## src/hw/lcrc_pkg.sv

```systemverilog
// =====================================================================
// shared constants for the logic cell group register control block
// =====================================================================
package lcrc_pkg;

  // group geometry
  localparam int unsigned LCRC_NUM_CELLS = 10;  // cells in one group
  localparam int unsigned LCRC_LUT_BITS  = 16;  // four-input lut mask
  localparam int unsigned LCRC_NUM_DATA  = 4;   // data inputs per cell
  localparam int unsigned LCRC_NUM_CLR   = 2;   // async clears per group
  localparam int unsigned LCRC_AW        = 12;  // apb address width
  localparam int unsigned LCRC_DW        = 32;  // apb data width

  // register byte offsets
  localparam logic [11:0] LCRC_MASK_BASE = 12'h000; // lut masks, 10 words
  localparam logic [11:0] LCRC_CFG_CHAIN = 12'h028; // chain selects
  localparam logic [11:0] LCRC_CFG_CTRL  = 12'h02C; // clear select, mode
  localparam logic [11:0] LCRC_STATUS    = 12'h030; // cell outputs

  // field positions
  localparam int unsigned LCRC_RCHAIN_LSB = 0;   // register chain select
  localparam int unsigned LCRC_LCHAIN_LSB = 16;  // lut chain select
  localparam int unsigned LCRC_CLRSEL_LSB = 0;   // clear line select
  localparam int unsigned LCRC_ALOAD_BIT  = 16;  // preset acts as aload
  localparam int unsigned LCRC_REGOUT_LSB = 0;   // status register outs
  localparam int unsigned LCRC_COMB_LSB   = 16;  // status comb outs
  localparam int unsigned LCRC_D4_IDX     = 3;   // cell_input_four index

  // reset values
  localparam logic [15:0] LCRC_MASK_RST = 16'h0000;
  localparam logic [9:0]  LCRC_SEL_RST  = 10'h000;
  localparam logic [31:0] LCRC_ZERO32   = 32'h0000_0000;

  // state of one cell: only the stored bit
  typedef struct packed {
    logic q;
  } lcrc_cell_state_t;

endpackage

```

## src/hw/lcrc_cell.sv

```systemverilog
`timescale 1ns/100ps
`default_nettype none
// =====================================================================
// one logic cell: four-input lut and its storage element
// =====================================================================
module lcrc_cell (
  // clock and reset
  input  wire logic                 sys_clk,
  input  wire logic                 rst_b,
  // configuration
  input  wire logic [15:0]          lut_mask,
  input  wire logic                 use_lut_chain,
  input  wire logic                 use_reg_chain,
  input  wire logic                 aload_mode,
  // data and chain inputs
  input  wire logic [3:0]           data_in,
  input  wire logic                 lut_chain_in,
  input  wire logic                 reg_chain_in,
  // register controls
  input  wire logic                 dev_clr,
  input  wire logic                 aclr,
  input  wire logic                 apre,
  input  wire logic                 ena,
  input  wire logic                 sclr,
  input  wire logic                 sload,
  // outputs
  output logic                      comb_out,
  output logic                      reg_out
);
  import lcrc_pkg::*;

  lcrc_cell_state_t st_q;  // stored state
  lcrc_cell_state_t st_d;  // next state
  logic [3:0]       lut_idx; // lut address after chain steering
  logic             d_in;    // synchronous data source
  logic             d4;      // cell_input_four

  assign d4 = data_in[LCRC_D4_IDX];

  // ===================================================================
  // lut and async overlay
  // ===================================================================
  // lut chain replaces the lowest data input with the cell above
  always_comb begin
    lut_idx    = data_in;
    lut_idx[0] = use_lut_chain ? lut_chain_in : data_in[0];
    comb_out   = lut_mask[lut_idx];
    d_in       = use_reg_chain ? reg_chain_in : comb_out;
  end

  // async controls act on the output at once, no clock needed
  always_comb begin
    if (dev_clr) begin
      reg_out = 1'b0;
    end else if (aclr) begin
      reg_out = 1'b0;
    end else if (apre) begin
      reg_out = aload_mode ? d4 : 1'b1;
    end else begin
      reg_out = st_q.q;
    end
  end

  // ===================================================================
  // next state
  // ===================================================================
  // stored bit follows the async overlay so it survives release
  always_comb begin
    st_d = st_q;
    if (dev_clr || aclr || apre) begin
      st_d.q = reg_out;
    end else if (ena) begin
      if (sclr) begin
        st_d.q = 1'b0;
      end else if (sload) begin
        st_d.q = d4;
      end else begin
        st_d.q = d_in;
      end
    end
  end

  // state register
  always_ff @(posedge sys_clk or negedge rst_b) begin
    if (!rst_b) begin
      st_q <= '0;
    end else begin
      st_q <= st_d;
    end
  end
endmodule
`default_nettype wire

```

## src/hw/lcrc_group.sv

```systemverilog
// The register addresses and register access over APB are this design's own decisions.
`timescale 1ns/100ps
`default_nettype none
// =====================================================================
// =====================================================================
module lcrc_group #(
  parameter int unsigned NUM_CELLS  = lcrc_pkg::LCRC_NUM_CELLS,
  parameter bit          DEV_RST_EN = 1'b1  // honour device reset input
) (
  // clock and reset
  input  wire logic                          sys_clk,
  input  wire logic                          rst_b,
  // apb slave
  input  wire logic                          psel,
  input  wire logic                          penable,
  input  wire logic                          pwrite,
  input  wire logic [lcrc_pkg::LCRC_AW-1:0]  paddr,
  input  wire logic [lcrc_pkg::LCRC_DW-1:0]  pwdata,
  output logic      [lcrc_pkg::LCRC_DW-1:0]  prdata,
  output logic                               pready,
  output logic                               pslverr,
  // device-wide reset from the pin
  input  wire logic                          device_wide_reset_n,
  // group-wide register controls from fabric
  input  wire logic [lcrc_pkg::LCRC_NUM_CLR-1:0] grp_aclr,
  input  wire logic                          grp_apre,
  input  wire logic                          grp_ena,
  input  wire logic                          grp_sclr,
  input  wire logic                          grp_sload,
  // cell data inputs, four per cell
  input  wire logic [NUM_CELLS-1:0][3:0]     cell_data,
  // chain entry from the group above
  input  wire logic                          lut_chain_top,
  input  wire logic                          reg_chain_top,
  // cell outputs
  output logic      [NUM_CELLS-1:0]          cell_comb,
  output logic      [NUM_CELLS-1:0]          cell_reg
);
  import lcrc_pkg::*;

  // ===================================================================
  // state
  // ===================================================================
  typedef struct packed {
    logic [NUM_CELLS-1:0][15:0] lut_mask;   // per-cell lut contents
    logic [NUM_CELLS-1:0]       rchain_sel; // register chain in use
    logic [NUM_CELLS-1:0]       lchain_sel; // lut chain in use
    logic [NUM_CELLS-1:0]       clr_sel;    // which of two clears
    logic                       aload_mode; // preset acts as aload
    logic [LCRC_DW-1:0]         rdata;      // read data for access
    logic                       err;        // unmapped address seen
  } lcrc_grp_state_t;

  lcrc_grp_state_t st_q;                // registered state
  lcrc_grp_state_t st_d;                // next state
  logic            dev_clr;             // gated device reset
  logic [NUM_CELLS-1:0] lut_chain_in;   // chain into each cell
  logic [NUM_CELLS-1:0] reg_chain_in;   // register chain into cells
  logic [NUM_CELLS-1:0] cell_aclr;      // selected clear per cell
  logic            setup_ph;            // apb setup phase
  logic            wr_acc;              // apb write access phase

  // ===================================================================
  // address decode
  // ===================================================================
  // returns the lut mask slot, or NUM_CELLS when not a mask word
  function automatic int unsigned mask_slot(logic [LCRC_AW-1:0] a);
    int unsigned s;
    s = NUM_CELLS;
    for (int unsigned i = 0; i < NUM_CELLS; i++) begin
      if (a == LCRC_MASK_BASE + LCRC_AW'(4 * i)) begin
        s = i;
      end
    end
    return s;
  endfunction

  // ===================================================================
  // device reset and control distribution
  // ===================================================================
  // the build option removes the pin from every register
  assign dev_clr = DEV_RST_EN && !device_wide_reset_n;

  // each cell picks one of the two group clears
  always_comb begin
    for (int unsigned i = 0; i < NUM_CELLS; i++) begin
      cell_aclr[i] = grp_aclr[st_q.clr_sel[i]];
    end
  end

  // chains run from cell 0 down to the last cell of the group
  always_comb begin
    lut_chain_in[0] = lut_chain_top;
    reg_chain_in[0] = reg_chain_top;
    for (int unsigned i = 1; i < NUM_CELLS; i++) begin
      lut_chain_in[i] = cell_comb[i-1];
      reg_chain_in[i] = cell_reg[i-1];
    end
  end

  // ===================================================================
  // cells
  // ===================================================================
  // every cell sees the same group controls in every mode, except aclr, which each cell picks from grp_aclr by clr_sel
  for (genvar g = 0; g < NUM_CELLS; g++) begin : g_cell
    lcrc_cell u_cell (
      .sys_clk       (sys_clk),
      .rst_b         (rst_b),
      .lut_mask      (st_q.lut_mask[g]),
      .use_lut_chain (st_q.lchain_sel[g]),
      .use_reg_chain (st_q.rchain_sel[g]),
      .aload_mode    (st_q.aload_mode),
      .data_in       (cell_data[g]),
      .lut_chain_in  (lut_chain_in[g]),
      .reg_chain_in  (reg_chain_in[g]),
      .dev_clr       (dev_clr),
      .aclr          (cell_aclr[g]),
      .apre          (grp_apre),
      .ena           (grp_ena),
      .sclr          (grp_sclr),
      .sload         (grp_sload),
      .comb_out      (cell_comb[g]),
      .reg_out       (cell_reg[g])
    );
  end

  // ===================================================================
  // apb slave
  // ===================================================================
  assign setup_ph = psel && !penable;
  assign wr_acc   = psel && penable && pwrite;
  assign pready   = 1'b1;       // zero wait states
  assign prdata   = st_q.rdata; // captured in setup
  assign pslverr  = st_q.err;   // captured in setup

  // register writes in access, read data and error in setup
  always_comb begin
    int unsigned slot;
    slot = mask_slot(paddr);
    st_d = st_q;
    // write path
    if (wr_acc) begin
      if (slot < NUM_CELLS) begin
        st_d.lut_mask[slot] = pwdata[LCRC_LUT_BITS-1:0];
      end else if (paddr == LCRC_CFG_CHAIN) begin
        st_d.rchain_sel =
          pwdata[LCRC_RCHAIN_LSB +: NUM_CELLS];
        st_d.lchain_sel =
          pwdata[LCRC_LCHAIN_LSB +: NUM_CELLS];
      end else if (paddr == LCRC_CFG_CTRL) begin
        st_d.clr_sel    = pwdata[LCRC_CLRSEL_LSB +: NUM_CELLS];
        st_d.aload_mode = pwdata[LCRC_ALOAD_BIT];
      end
    end
    // read path, latched one cycle ahead of the access phase
    if (setup_ph) begin
      st_d.rdata = LCRC_ZERO32;
      st_d.err   = 1'b0;
      if (slot < NUM_CELLS) begin
        st_d.rdata[LCRC_LUT_BITS-1:0] = st_q.lut_mask[slot];
      end else if (paddr == LCRC_CFG_CHAIN) begin
        st_d.rdata[LCRC_RCHAIN_LSB +: NUM_CELLS] = st_q.rchain_sel;
        st_d.rdata[LCRC_LCHAIN_LSB +: NUM_CELLS] = st_q.lchain_sel;
      end else if (paddr == LCRC_CFG_CTRL) begin
        st_d.rdata[LCRC_CLRSEL_LSB +: NUM_CELLS] = st_q.clr_sel;
        st_d.rdata[LCRC_ALOAD_BIT] = st_q.aload_mode;
      end else if (paddr == LCRC_STATUS) begin
        st_d.rdata[LCRC_REGOUT_LSB +: NUM_CELLS] = cell_reg;
        st_d.rdata[LCRC_COMB_LSB +: NUM_CELLS]   = cell_comb;
      end else begin
        st_d.err = 1'b1; // unmapped address
      end
    end
  end

  // state register
  always_ff @(posedge sys_clk or negedge rst_b) begin
    if (!rst_b) begin
      st_q <= '0;
    end else begin
      st_q <= st_d;
    end
  end
endmodule
`default_nettype wire

```

## config.mk

```make
export PLATFORM = sky130hd
export DESIGN_NAME = lcrc_group
export DESIGN_NICKNAME = d
export VERILOG_FILES = /design/src/hw/lcrc_pkg.sv /design/src/hw/lcrc_cell.sv /design/src/hw/lcrc_group.sv
export SDC_FILE = /design/constraint.sdc
export NUM_CORES = 1
export LEC_CHECK = 0
export ABC_AREA = 1
export ABC_CLOCK_PERIOD_IN_PS = 12500
export BUFFER_PORTS_ARGS = -buffer_cell sky130_fd_sc_hd__buf_4
export CORE_MARGIN = 3
export CORE_UTILIZATION = 60
export DETAILED_ROUTE_END_ITERATION = 16
export PLACE_DENSITY = 0.81
export SYNTH_ARGS = -nofsm -noshare
export SYNTH_HDL_FRONTEND = slang
export SYNTH_SLANG_ARGS = --single-unit
```

## constraint.sdc

```tcl
create_clock -name sys_clk -period 12.5 [get_ports sys_clk]
set_input_delay 2.5 -clock sys_clk [delete_from_list [all_inputs] [get_ports sys_clk]]
set_output_delay 2.5 -clock sys_clk [all_outputs]
set_load 0.01 [all_outputs]
```

* Word-level counts from Yosys, hierarchy flattened
Index checks and enable logic that the tools add are counted.
** Word-level totals
- Bits of input ports :: 98
- Word-level logic and storage cells :: 272
- Bits in registers :: 228
- Output and inout bits :: 54
** Cells by class
- Magnitude comparators :: 23
- Reduce and logical (&&, ||, !) cells :: 40
- Multiplexer cells :: 169
- Eq/ne operators :: 12
- Bitwise operators :: 2
** Operators with widths (number)
- two-way mux 32 bit :: 7
- bitwise mux 160 bit :: 1
- two-way mux 1 bit :: 135
- two-way mux 10 bit :: 7
- binary-select mux 16 bit (select 4 bit) :: 1
- demux 16 bit (select 4 bit) :: 1
- == test 12 x 6 -> 1 bit, second input constant :: 5
- less-than comparator 4 x 5 -> 1 bit, second input constant :: 10
- == test 12 x 5 -> 1 bit, second input constant :: 4
- binary-select mux 1 bit (select 4 bit) :: 10
- greater-or-equal comparator 32 x 1 -> 1 bit, second input constant :: 1
- less-than comparator 32 x 4 -> 1 bit, second input constant :: 1
- less-than comparator 32 x 5 -> 1 bit, second input constant :: 1
- two-way mux 16 bit :: 2
- == test 12 x 4 -> 1 bit, second input constant :: 2
- logical OR 1 bit :: 20
- less-than comparator 1 x 2 -> 1 bit, second input constant :: 10
- nonzero test 2 bit :: 10
- == test 12 x 3 -> 1 bit, second input constant :: 1
- logical NOT 12 bit :: 1
- two-way mux 4 bit :: 3
- two-way mux 9 bit :: 1
- two-way mux 6 bit :: 1
- logical AND 1 bit :: 4
- other kinds (5) :: 7

* Logic depth before layout (Yosys ltp)
Gate-level depths: netlist of run 1.
- Depth in word-level cells :: 35
- Gate-level depth with buffers :: 70
- Depth with buffers taken out :: 70

* Hierarchy
From an unflattened synthesis of run 1, not the netlist that was laid out.
** Unflattened totals
- Cells, all modules :: 2044
- Area total of the unflattened synthesis :: 14287.5 um^2
** By module, submodules not included
- lcrc_group :: area each 10959.3 um^2, instances 1, cells an instance 1424, seq. area each 5455.2 um^2
- lcrc_cell :: area each 332.8 um^2, instances 10, cells an instance 62, seq. area each 25.0 um^2

* Worst setup path before layout of run 1
Ideal clock, no wire load.
- Path kind :: in2out
- Start :: in lut_chain_top
- End :: out cell_comb[9]
- Slack :: 2.246 ns
- Arrival time :: 7.754 ns
- Path buffers :: 1
- Data required time :: 10.000 ns
- Stages on the path :: 63
- Path through :: nand2_2 -> nand2_2 -> nand2_1 -> nand3_1 -> nand3_1 -> nand3_2 -> nand2_2 -> nand2_4 -> nand3_1 -> nand3_1 -> nand3_1 -> nand3_2 -> nand2_2 -> nand2_4 -> nand3_1 -> nand3_1 -> nand3_1 -> nand3_2 -> (+27 left out) -> nand2_1 -> nand2_1 -> nand3_1 -> nand3_2 -> nand3_2 -> nand3_1 -> nand3_1 -> nand3_1 -> nand3_2 -> nand2_2 -> nand2_4 -> nand3_1 -> nand3_1 -> nand3_1 -> nand3_2 -> nand2_1 -> inv_1 -> buf_4
** Between the ends
- Longest elaborated chain between the ends :: 30
** RTL lines
- start, declared :: RTL line lcrc_group.sv:33 : input wire logic lut_chain_top,
- two-way mux 1 bit :: RTL line lcrc_cell.sv:46 : lut_idx[0] = use_lut_chain ? lut_chain_in : data_in[0];
- binary-select mux 1 bit (select 4 bit) :: RTL line lcrc_cell.sv:47 : comb_out = lut_mask[lut_idx];
- two-way mux 1 bit (not written as such) :: RTL line lcrc_cell.sv:47
- net g_cell[0].u_cell.comb_out :: RTL line lcrc_cell.sv:27 : output logic comb_out,
- two-way mux 1 bit :: RTL line lcrc_cell.sv:46
- binary-select mux 1 bit (select 4 bit) :: RTL line lcrc_cell.sv:47
- two-way mux 1 bit (not written as such) :: RTL line lcrc_cell.sv:47
- net g_cell[1].u_cell.comb_out :: RTL line lcrc_cell.sv:27
- (+3 left out)
- net g_cell[2].u_cell.comb_out :: RTL line lcrc_cell.sv:27
- (+6 left out)
- net g_cell[4].u_cell.comb_out :: RTL line lcrc_cell.sv:27
- (+7 left out)
- binary-select mux 1 bit (select 4 bit) :: RTL line lcrc_cell.sv:47
- two-way mux 1 bit (not written as such) :: RTL line lcrc_cell.sv:47
- two-way mux 1 bit :: RTL line lcrc_cell.sv:46
- binary-select mux 1 bit (select 4 bit) :: RTL line lcrc_cell.sv:47
- two-way mux 1 bit (not written as such) :: RTL line lcrc_cell.sv:47
- two-way mux 1 bit :: RTL line lcrc_cell.sv:46
- binary-select mux 1 bit (select 4 bit) :: RTL line lcrc_cell.sv:47
- two-way mux 1 bit (not written as such) :: RTL line lcrc_cell.sv:47
- end, declared :: RTL line lcrc_group.sv:36 : output logic [NUM_CELLS-1:0] cell_comb,
The timed path passes the listed nets, and every way through them passes these cells. The select of a mux whose other input is x is not followed.

* Worst setup path after layout of run 1
- Start :: in lut_chain_top
- End :: out cell_comb[9]
** Between the ends
- Longest elaborated chain between the ends :: 30
** RTL lines (RTL line)
- two-way mux 1 bit :: lcrc_cell.sv:46
- binary-select mux 1 bit (select 4 bit) :: lcrc_cell.sv:47
- two-way mux 1 bit (not written as such) :: lcrc_cell.sv:47
- two-way mux 1 bit :: lcrc_cell.sv:46
- binary-select mux 1 bit (select 4 bit) :: lcrc_cell.sv:47
- two-way mux 1 bit (not written as such) :: lcrc_cell.sv:47
- two-way mux 1 bit :: lcrc_cell.sv:46
- binary-select mux 1 bit (select 4 bit) :: lcrc_cell.sv:47
- (+14 left out)
- binary-select mux 1 bit (select 4 bit) :: lcrc_cell.sv:47
- two-way mux 1 bit (not written as such) :: lcrc_cell.sv:47
- two-way mux 1 bit :: lcrc_cell.sv:46
- binary-select mux 1 bit (select 4 bit) :: lcrc_cell.sv:47
- two-way mux 1 bit (not written as such) :: lcrc_cell.sv:47
- two-way mux 1 bit :: lcrc_cell.sv:46
- binary-select mux 1 bit (select 4 bit) :: lcrc_cell.sv:47
- two-way mux 1 bit (not written as such) :: lcrc_cell.sv:47
No other way between the ends. The select of a mux whose other input is x is not followed.

==> qor.csv, run 1 <==
metric;value;unit
Mapped Cells;1748;
final setup fails;0;
FF/Latch Area;5705;um2
Syn Area/Cell;7.607;um2
register area share after synthesis;0.4291;
Slowest-stage cell, CP;nand3_1;
Async SR Flop Fraction;1.000;
DP Worst Slack;0.3352;ns
commonest non-fill, non-tap cells in the layout;nand2_1 (371), nand3_1 (260), o21ai_0 (240);
Power Total;1.745;mW
fill count;1778;
final WL;46540;um
Routed WL per cell;22.28;um
DRT iter0 DRCs;1710;
total congestion overflow;0;
Max Root-Sink Buffers;3;
I/O Buffers;138;
WHS;0.4832;ns
routed via count;13547;
worst IR drop on VDD;0.1025;mV
count of different cell masters after synthesis;46;
Final Max Tran Viols;0;
YS warnings;0;
first-pass GRT wire length;69570;um
die width;154.9;um
post-route minimum period;11.99;ns
Worst R2R Start;st_q[44];
clock latency on the worst-skew pair;0.54;ns
largest net degree at the start of global routing;90;
placed cells;2036;
worst flop-to-flop path endpoint;prdata[25];
WP data required;10.00;ns
CP startpoint;lut_chain_top;
Core Region;21420;um2
Antenna Violating Nets Remaining;0;
Net Sw Frac;0.2592;
Setup TNS;0;ns
clk sinks;228;
# diodes;0;
Most used DFF post-synth;dfrtp_1;
count of non-filler cells in the finished layout;2089;
TritonCTS clock tree;done;
Pleak;7.052;nW
clock buffer count from CTS;26;
reg2reg path depth;68;
number of synthesized flops with an enable pin;0;
CP peak stage delay;0.21;ns
Layout Skew;0.009313;ns
Rows;53;
status;finished clean;
initial antenna violation count;0;
CP arrival;9.49;ns
DRC;0;
crit-path max FO;9;
commonest non-fill, non-tap cell in the layout;nand2_1;
chip height;154.9;um
internal power;1.292;mW
Starting Density;0.6208;
Mapped Area;13300;um2
clock-pin slew on the worst setup and hold paths;0.06;ns
Final Hold Fails;0;
GRT Overall Usage;0.3737;
area grow syn2layout;13.61;%
routing usage on met3;0.07844;
H-tree depth;1;
sequential cell fraction of total power;0.427;
flop2flop setup slack;4.59;ns
net switching power;452.2;uW
routability congestion estimate;1.086;
Worst setup SP type;primary input;
vias in the first global route;12310;
hold crit path type;reg2reg;
met2 Usage GRT;0.5809;
MaxCap Viol Count;0;
clock share of power;0.465;
Most Frequent Cell on Critical Path;nand3_1;
Die Area;23980;um2
pwr/cell area;115.5;nW/um2
count of state elements after synthesis;228;
met1 GRT Util;0.5028;
total I/O pin count;152;
Fmax;83.39;MHz
Crit Path Class;in2out;
layout cells sized above 1;0.1439;
hpwl dp;32470;um
busiest grt layer;met2;
worst slew pin tran;1.132;ns
area of the multi-input gates;6284;um2
Final Cycle Share;0.9593;
logic gate share of total power;0.108;
crit path capture;cell_comb[9];
root buffer cell;clkbuf_16;
Max-slew headroom;0.2427;
drt pass-1 iters;12;
Final WS setup;0.5084;ns
vias per cell;6.485;
CP endpoint kind;output pin;
Nets;1895;
==> critical path, delay by kind of cell <==
family	cells	cell delay (ns)
buffers and inverters	3	0.31
AND/OR/NAND/NOR	65	6.65
==> synthesized netlist by cell type, drive strengths merged, types with 2 or more instances <==
library cell / number / share of area
o22ai: 29 / 0.014
a221oi: 7 / 0.0046
o211ai: 18 / 0.010
o2bb2ai: 4 / 0.0026
buf: 67 / 0.035
a211oi: 4 / 0.0023
clkbuf: 70 / 0.020
or2: 9 / 0.0042
nor3: 11 / 0.0041
o221ai: 11 / 0.0072
nand2: 391 / 0.12
a22oi: 24 / 0.014
clkinv: 9 / 0.0025
a31oi: 13 / 0.0061
inv: 180 / 0.051
nand3: 292 / 0.12
o21ai: 240 / 0.090
a2111o: 7 / 0.0059
o41ai: 3 / 0.0020
a2bb2oi: 2 / 0.0013
a22o: 7 / 0.0046
o31ai: 6 / 0.0034
clkdlybuf4s25: 2 / 0.0015
nor2: 49 / 0.014
a21oi: 29 / 0.011
o2111ai: 7 / 0.0046
conb: 2 / 0.00056
o21a: 4 / 0.0023
nand3b: 9 / 0.0051
a21boi: 8 / 0.0045
dfrtp: 228 / 0.43
==> logic make-up after synthesis <==
group	synth area share
AOI/OAI and AO/OA	0.1923
buffers and inverters	0.1110
DFF	0.4291
other	0.0005648
and+or+nand+nor	0.2670
==> area by class of cell <==
type | count | area share
clock buffer | 33 | 0.04754
clock inverter | 12 | 0.01151
inverter | 189 | 0.04696
multi-input combinational | 1197 | 0.4160
sequential | 228 | 0.3777
tap | 275 | 0.02278
timing repair buffer | 155 | 0.07753
==> repair_timing <==
item	in CTS	in global routing
gates resized for setup	0	22
buffers inserted	0	7
endpoints found under the setup margin	0	1
hold buffers	0	0
==> routing by layer <==
metal  wire length [um]  vias to the layer above
li1                   -                     5989
met4               2759                        0
met2              20730                     1029
met1              17310                     6336
met3               5749                      193
met5                  0                        -
==> power groups by stage <==
stage	clock (mW)	combinational (mW)	sequential, mW
6_report	0.812	0.188	0.745
5_1_grt	0.841	0.202	0.745
4_1_cts	0.811	0.173	0.745
3_5_place_dp	0	0.172	0.758
3_3_place_gp	0	0.169	0.758
2_1_floorplan	0	0.0944	0.758
==> through the flow <==
step / area (um2) / util
global placement: 14010 / 0.6542
global route: 15110 / 0.7052
CTS: 14910 / 0.6959
floorplan: 13320 / -
detailed placement: 14010 / 0.6542
finish: 15110 / 0.7052
==> state kept, by name, summed over array words and instances, names as in the netlist <==
register,flops
pslverr,1
prdata,26
st_q,191
g_cell.u_cell.st_q,10
==> worst min path at each step <==
| stage | start | endpoint | slack [ns] | depth (start not counted) |
|---|---|---|---|---|
| 2_1_floorplan | prdata[10] | prdata[10] | 0.45 | 2 |
| 3_3_place_gp | st_q[120] | st_q[120] | 0.47 | 2 |
| 3_5_place_dp | prdata[4] | prdata[4] | 0.47 | 2 |
| 4_1_cts | st_q[136] | st_q[136] | 0.49 | 2 |
| 5_1_grt | st_q[102] | st_q[102] | 0.51 | 2 |
| 6_report | st_q[167] | st_q[167] | 0.48 | 2 |
(Power assumes the default switching activity.)
==> inputs of run 2 (changes only) <==
RECOVER_POWER = 50   (was default)
==> qor.csv, run 2 (synthesis gave the netlist of run 1 again) <==
metric;value;unit;change
pwr/cell area;116.6;nW/um2;was 115.5 nW/um2
fill count;1801;;was 1778
hold crit path type;reg2reg;;unchanged
DRT iter0 DRCs;1679;;was 1710
Core Region;21420;um2;unchanged
Crit Path Class;in2out;;unchanged
worst slew pin tran;5.095;ns;was 1.132 ns
WHS;0.4834;ns;was 0.4832 ns
final WL;46610;um;was 46540 um
count of non-filler cells in the finished layout;2089;;unchanged
Final Hold Fails;0;;unchanged
CP peak stage delay;0.21;ns;about the same
Final Max Tran Viols;233;;was 0
CP arrival;9.54;ns;was 9.49 ns
Final WS setup;0.4577;ns;was 0.5084 ns
GRT Overall Usage;0.3737;;unchanged
Max-slew headroom;-2.396;;was 0.2427
drt pass-1 iters;7;;was 12
Most Frequent Cell on Critical Path;nand3_1;;unchanged
total I/O pin count;152;;unchanged
Final Cycle Share;0.9634;;was 0.9593
post-route minimum period;12.04;ns;was 11.99 ns
total congestion overflow;0;;unchanged
CP endpoint kind;output pin;;unchanged
crit-path max FO;9;;unchanged
layout cells sized above 1;0.1273;;was 0.1439
Routed WL per cell;22.31;um;was 22.28 um
TritonCTS clock tree;done;;unchanged
vias per cell;6.417;;was 6.485
Antenna Violating Nets Remaining;0;;unchanged
commonest non-fill, non-tap cell in the layout;nand2_1;;unchanged
initial antenna violation count;0;;unchanged
utilization after layout;0.6996;;was 0.7052
clock buffer count from CTS;26;;unchanged
first-pass GRT wire length;69570;um;unchanged
hpwl dp;32470;um;unchanged
# diodes;0;;unchanged
failing checks;max-capacitance violations, max-slew violations;;
clock latency on the worst-skew pair;0.54;ns;about the same
status;finished, violations left;;was finished clean
root buffer cell;clkbuf_16;;unchanged
Starting Density;0.6208;;unchanged
die width;154.9;um;unchanged
largest register by flop count;st_q;;unchanged
chip height;154.9;um;unchanged
Rows;53;;unchanged
worst IR drop on VDD;0.1042;mV;was 0.1025 mV
Fmax;83.04;MHz;was 83.39 MHz
Setup TNS;0;ns;unchanged
DRC;0;;unchanged
clk sinks;228;;unchanged
Max Root-Sink Buffers;3;;unchanged
WP data required;10.00;ns;about the same
Slowest-stage cell, CP;nand3_1;;unchanged
commonest non-fill, non-tap cells in the layout;nand2_1 (371), nand3_1 (260), o21ai_0 (240);;unchanged
placed cells;2036;;unchanged
Worst setup SP type;primary input;;unchanged
final setup fails;0;;unchanged
max reg flops;191;;unchanged
area grow syn2layout;12.70;%;was 13.61%
largest net degree at the start of global routing;90;;unchanged
Die Area;23980;um2;unchanged
routability congestion estimate;1.086;;unchanged
Nets;1895;;unchanged
MaxCap Viol Count;3;;was 0
DP Worst Slack;0.3352;ns;unchanged
clock-pin slew on the worst setup and hold paths;0.06;ns;about the same
H-tree depth;1;;unchanged
vias in the first global route;12310;;unchanged
I/O Buffers;138;;unchanged
Layout Skew;0.006481;ns;was 0.009313 ns
Pleak;6.924;nW;was 7.052 nW
routed via count;13405;;was 13547
==> run 2: per-stage QoR <==
step           power, mW  area, um2
6_report           1.747      14990
5_1_grt            1.787      14990
4_1_cts            1.729      14910
3_5_place_dp      0.9306      14010
3_3_place_gp      0.9268      14010
2_1_floorplan     0.8521      13320
==> run 2: per-layer routing <==
layer | track usage | routed length, um
met5 | 0 | 0
met4 | 0.1804 | 2829
met3 | 0.07844 | 5517
met2 | 0.5809 | 20700
met1 | 0.5028 | 17560
==> run 2: power by group <==
group          total, mW  internal, mW  switching (mW)
Combinational      0.187        0.0606           0.126
Clock              0.815         0.489           0.326
Sequential         0.745         0.742         0.00298
Total               1.75          1.29           0.455
==> run 2: timing repair <==
action,CTS,global route
setup buffers,0,7
hold buffers,0,0
setup endpoints to repair,0,1
hold endpoints to repair,0,0
resized for setup,0,22
==> run 2: final timing paths <==
check / startpoint / to / slack, ns / depth (start not counted)
setup reg to reg: st_q[44] / prdata[25] / 4.53 / 64
setup / recovery: lut_chain_top / cell_comb[9] / 0.46 / 64
max in group asynchronous: rst_b / st_q[199] / 3.27 / 2
hold / removal: st_q[167] / st_q[167] / 0.48 / 2
hold reg to reg: st_q[167] / st_q[167] / 0.48 / 2
min in group asynchronous: rst_b / st_q[50] / 3.81 / 1
==> run 2: final cells by class <==
class                      count  area [um2]  area share
clock buffer                  33       718.2     0.04793
clock inverter                12       173.9     0.01161
tap                          275       344.1     0.02296
sequential                   228        5705      0.3807
timing repair buffer         155        1051     0.07013
multi-input combinational   1197        6284      0.4193
inverter                     189       709.4     0.04734
==> run 2: worst max-delay path, delay by kind of cell <==
kind | cells | cell delay [ns]
AND/OR/NAND/NOR | 61 | 6.72
buffers and inverters | 3 | 0.31
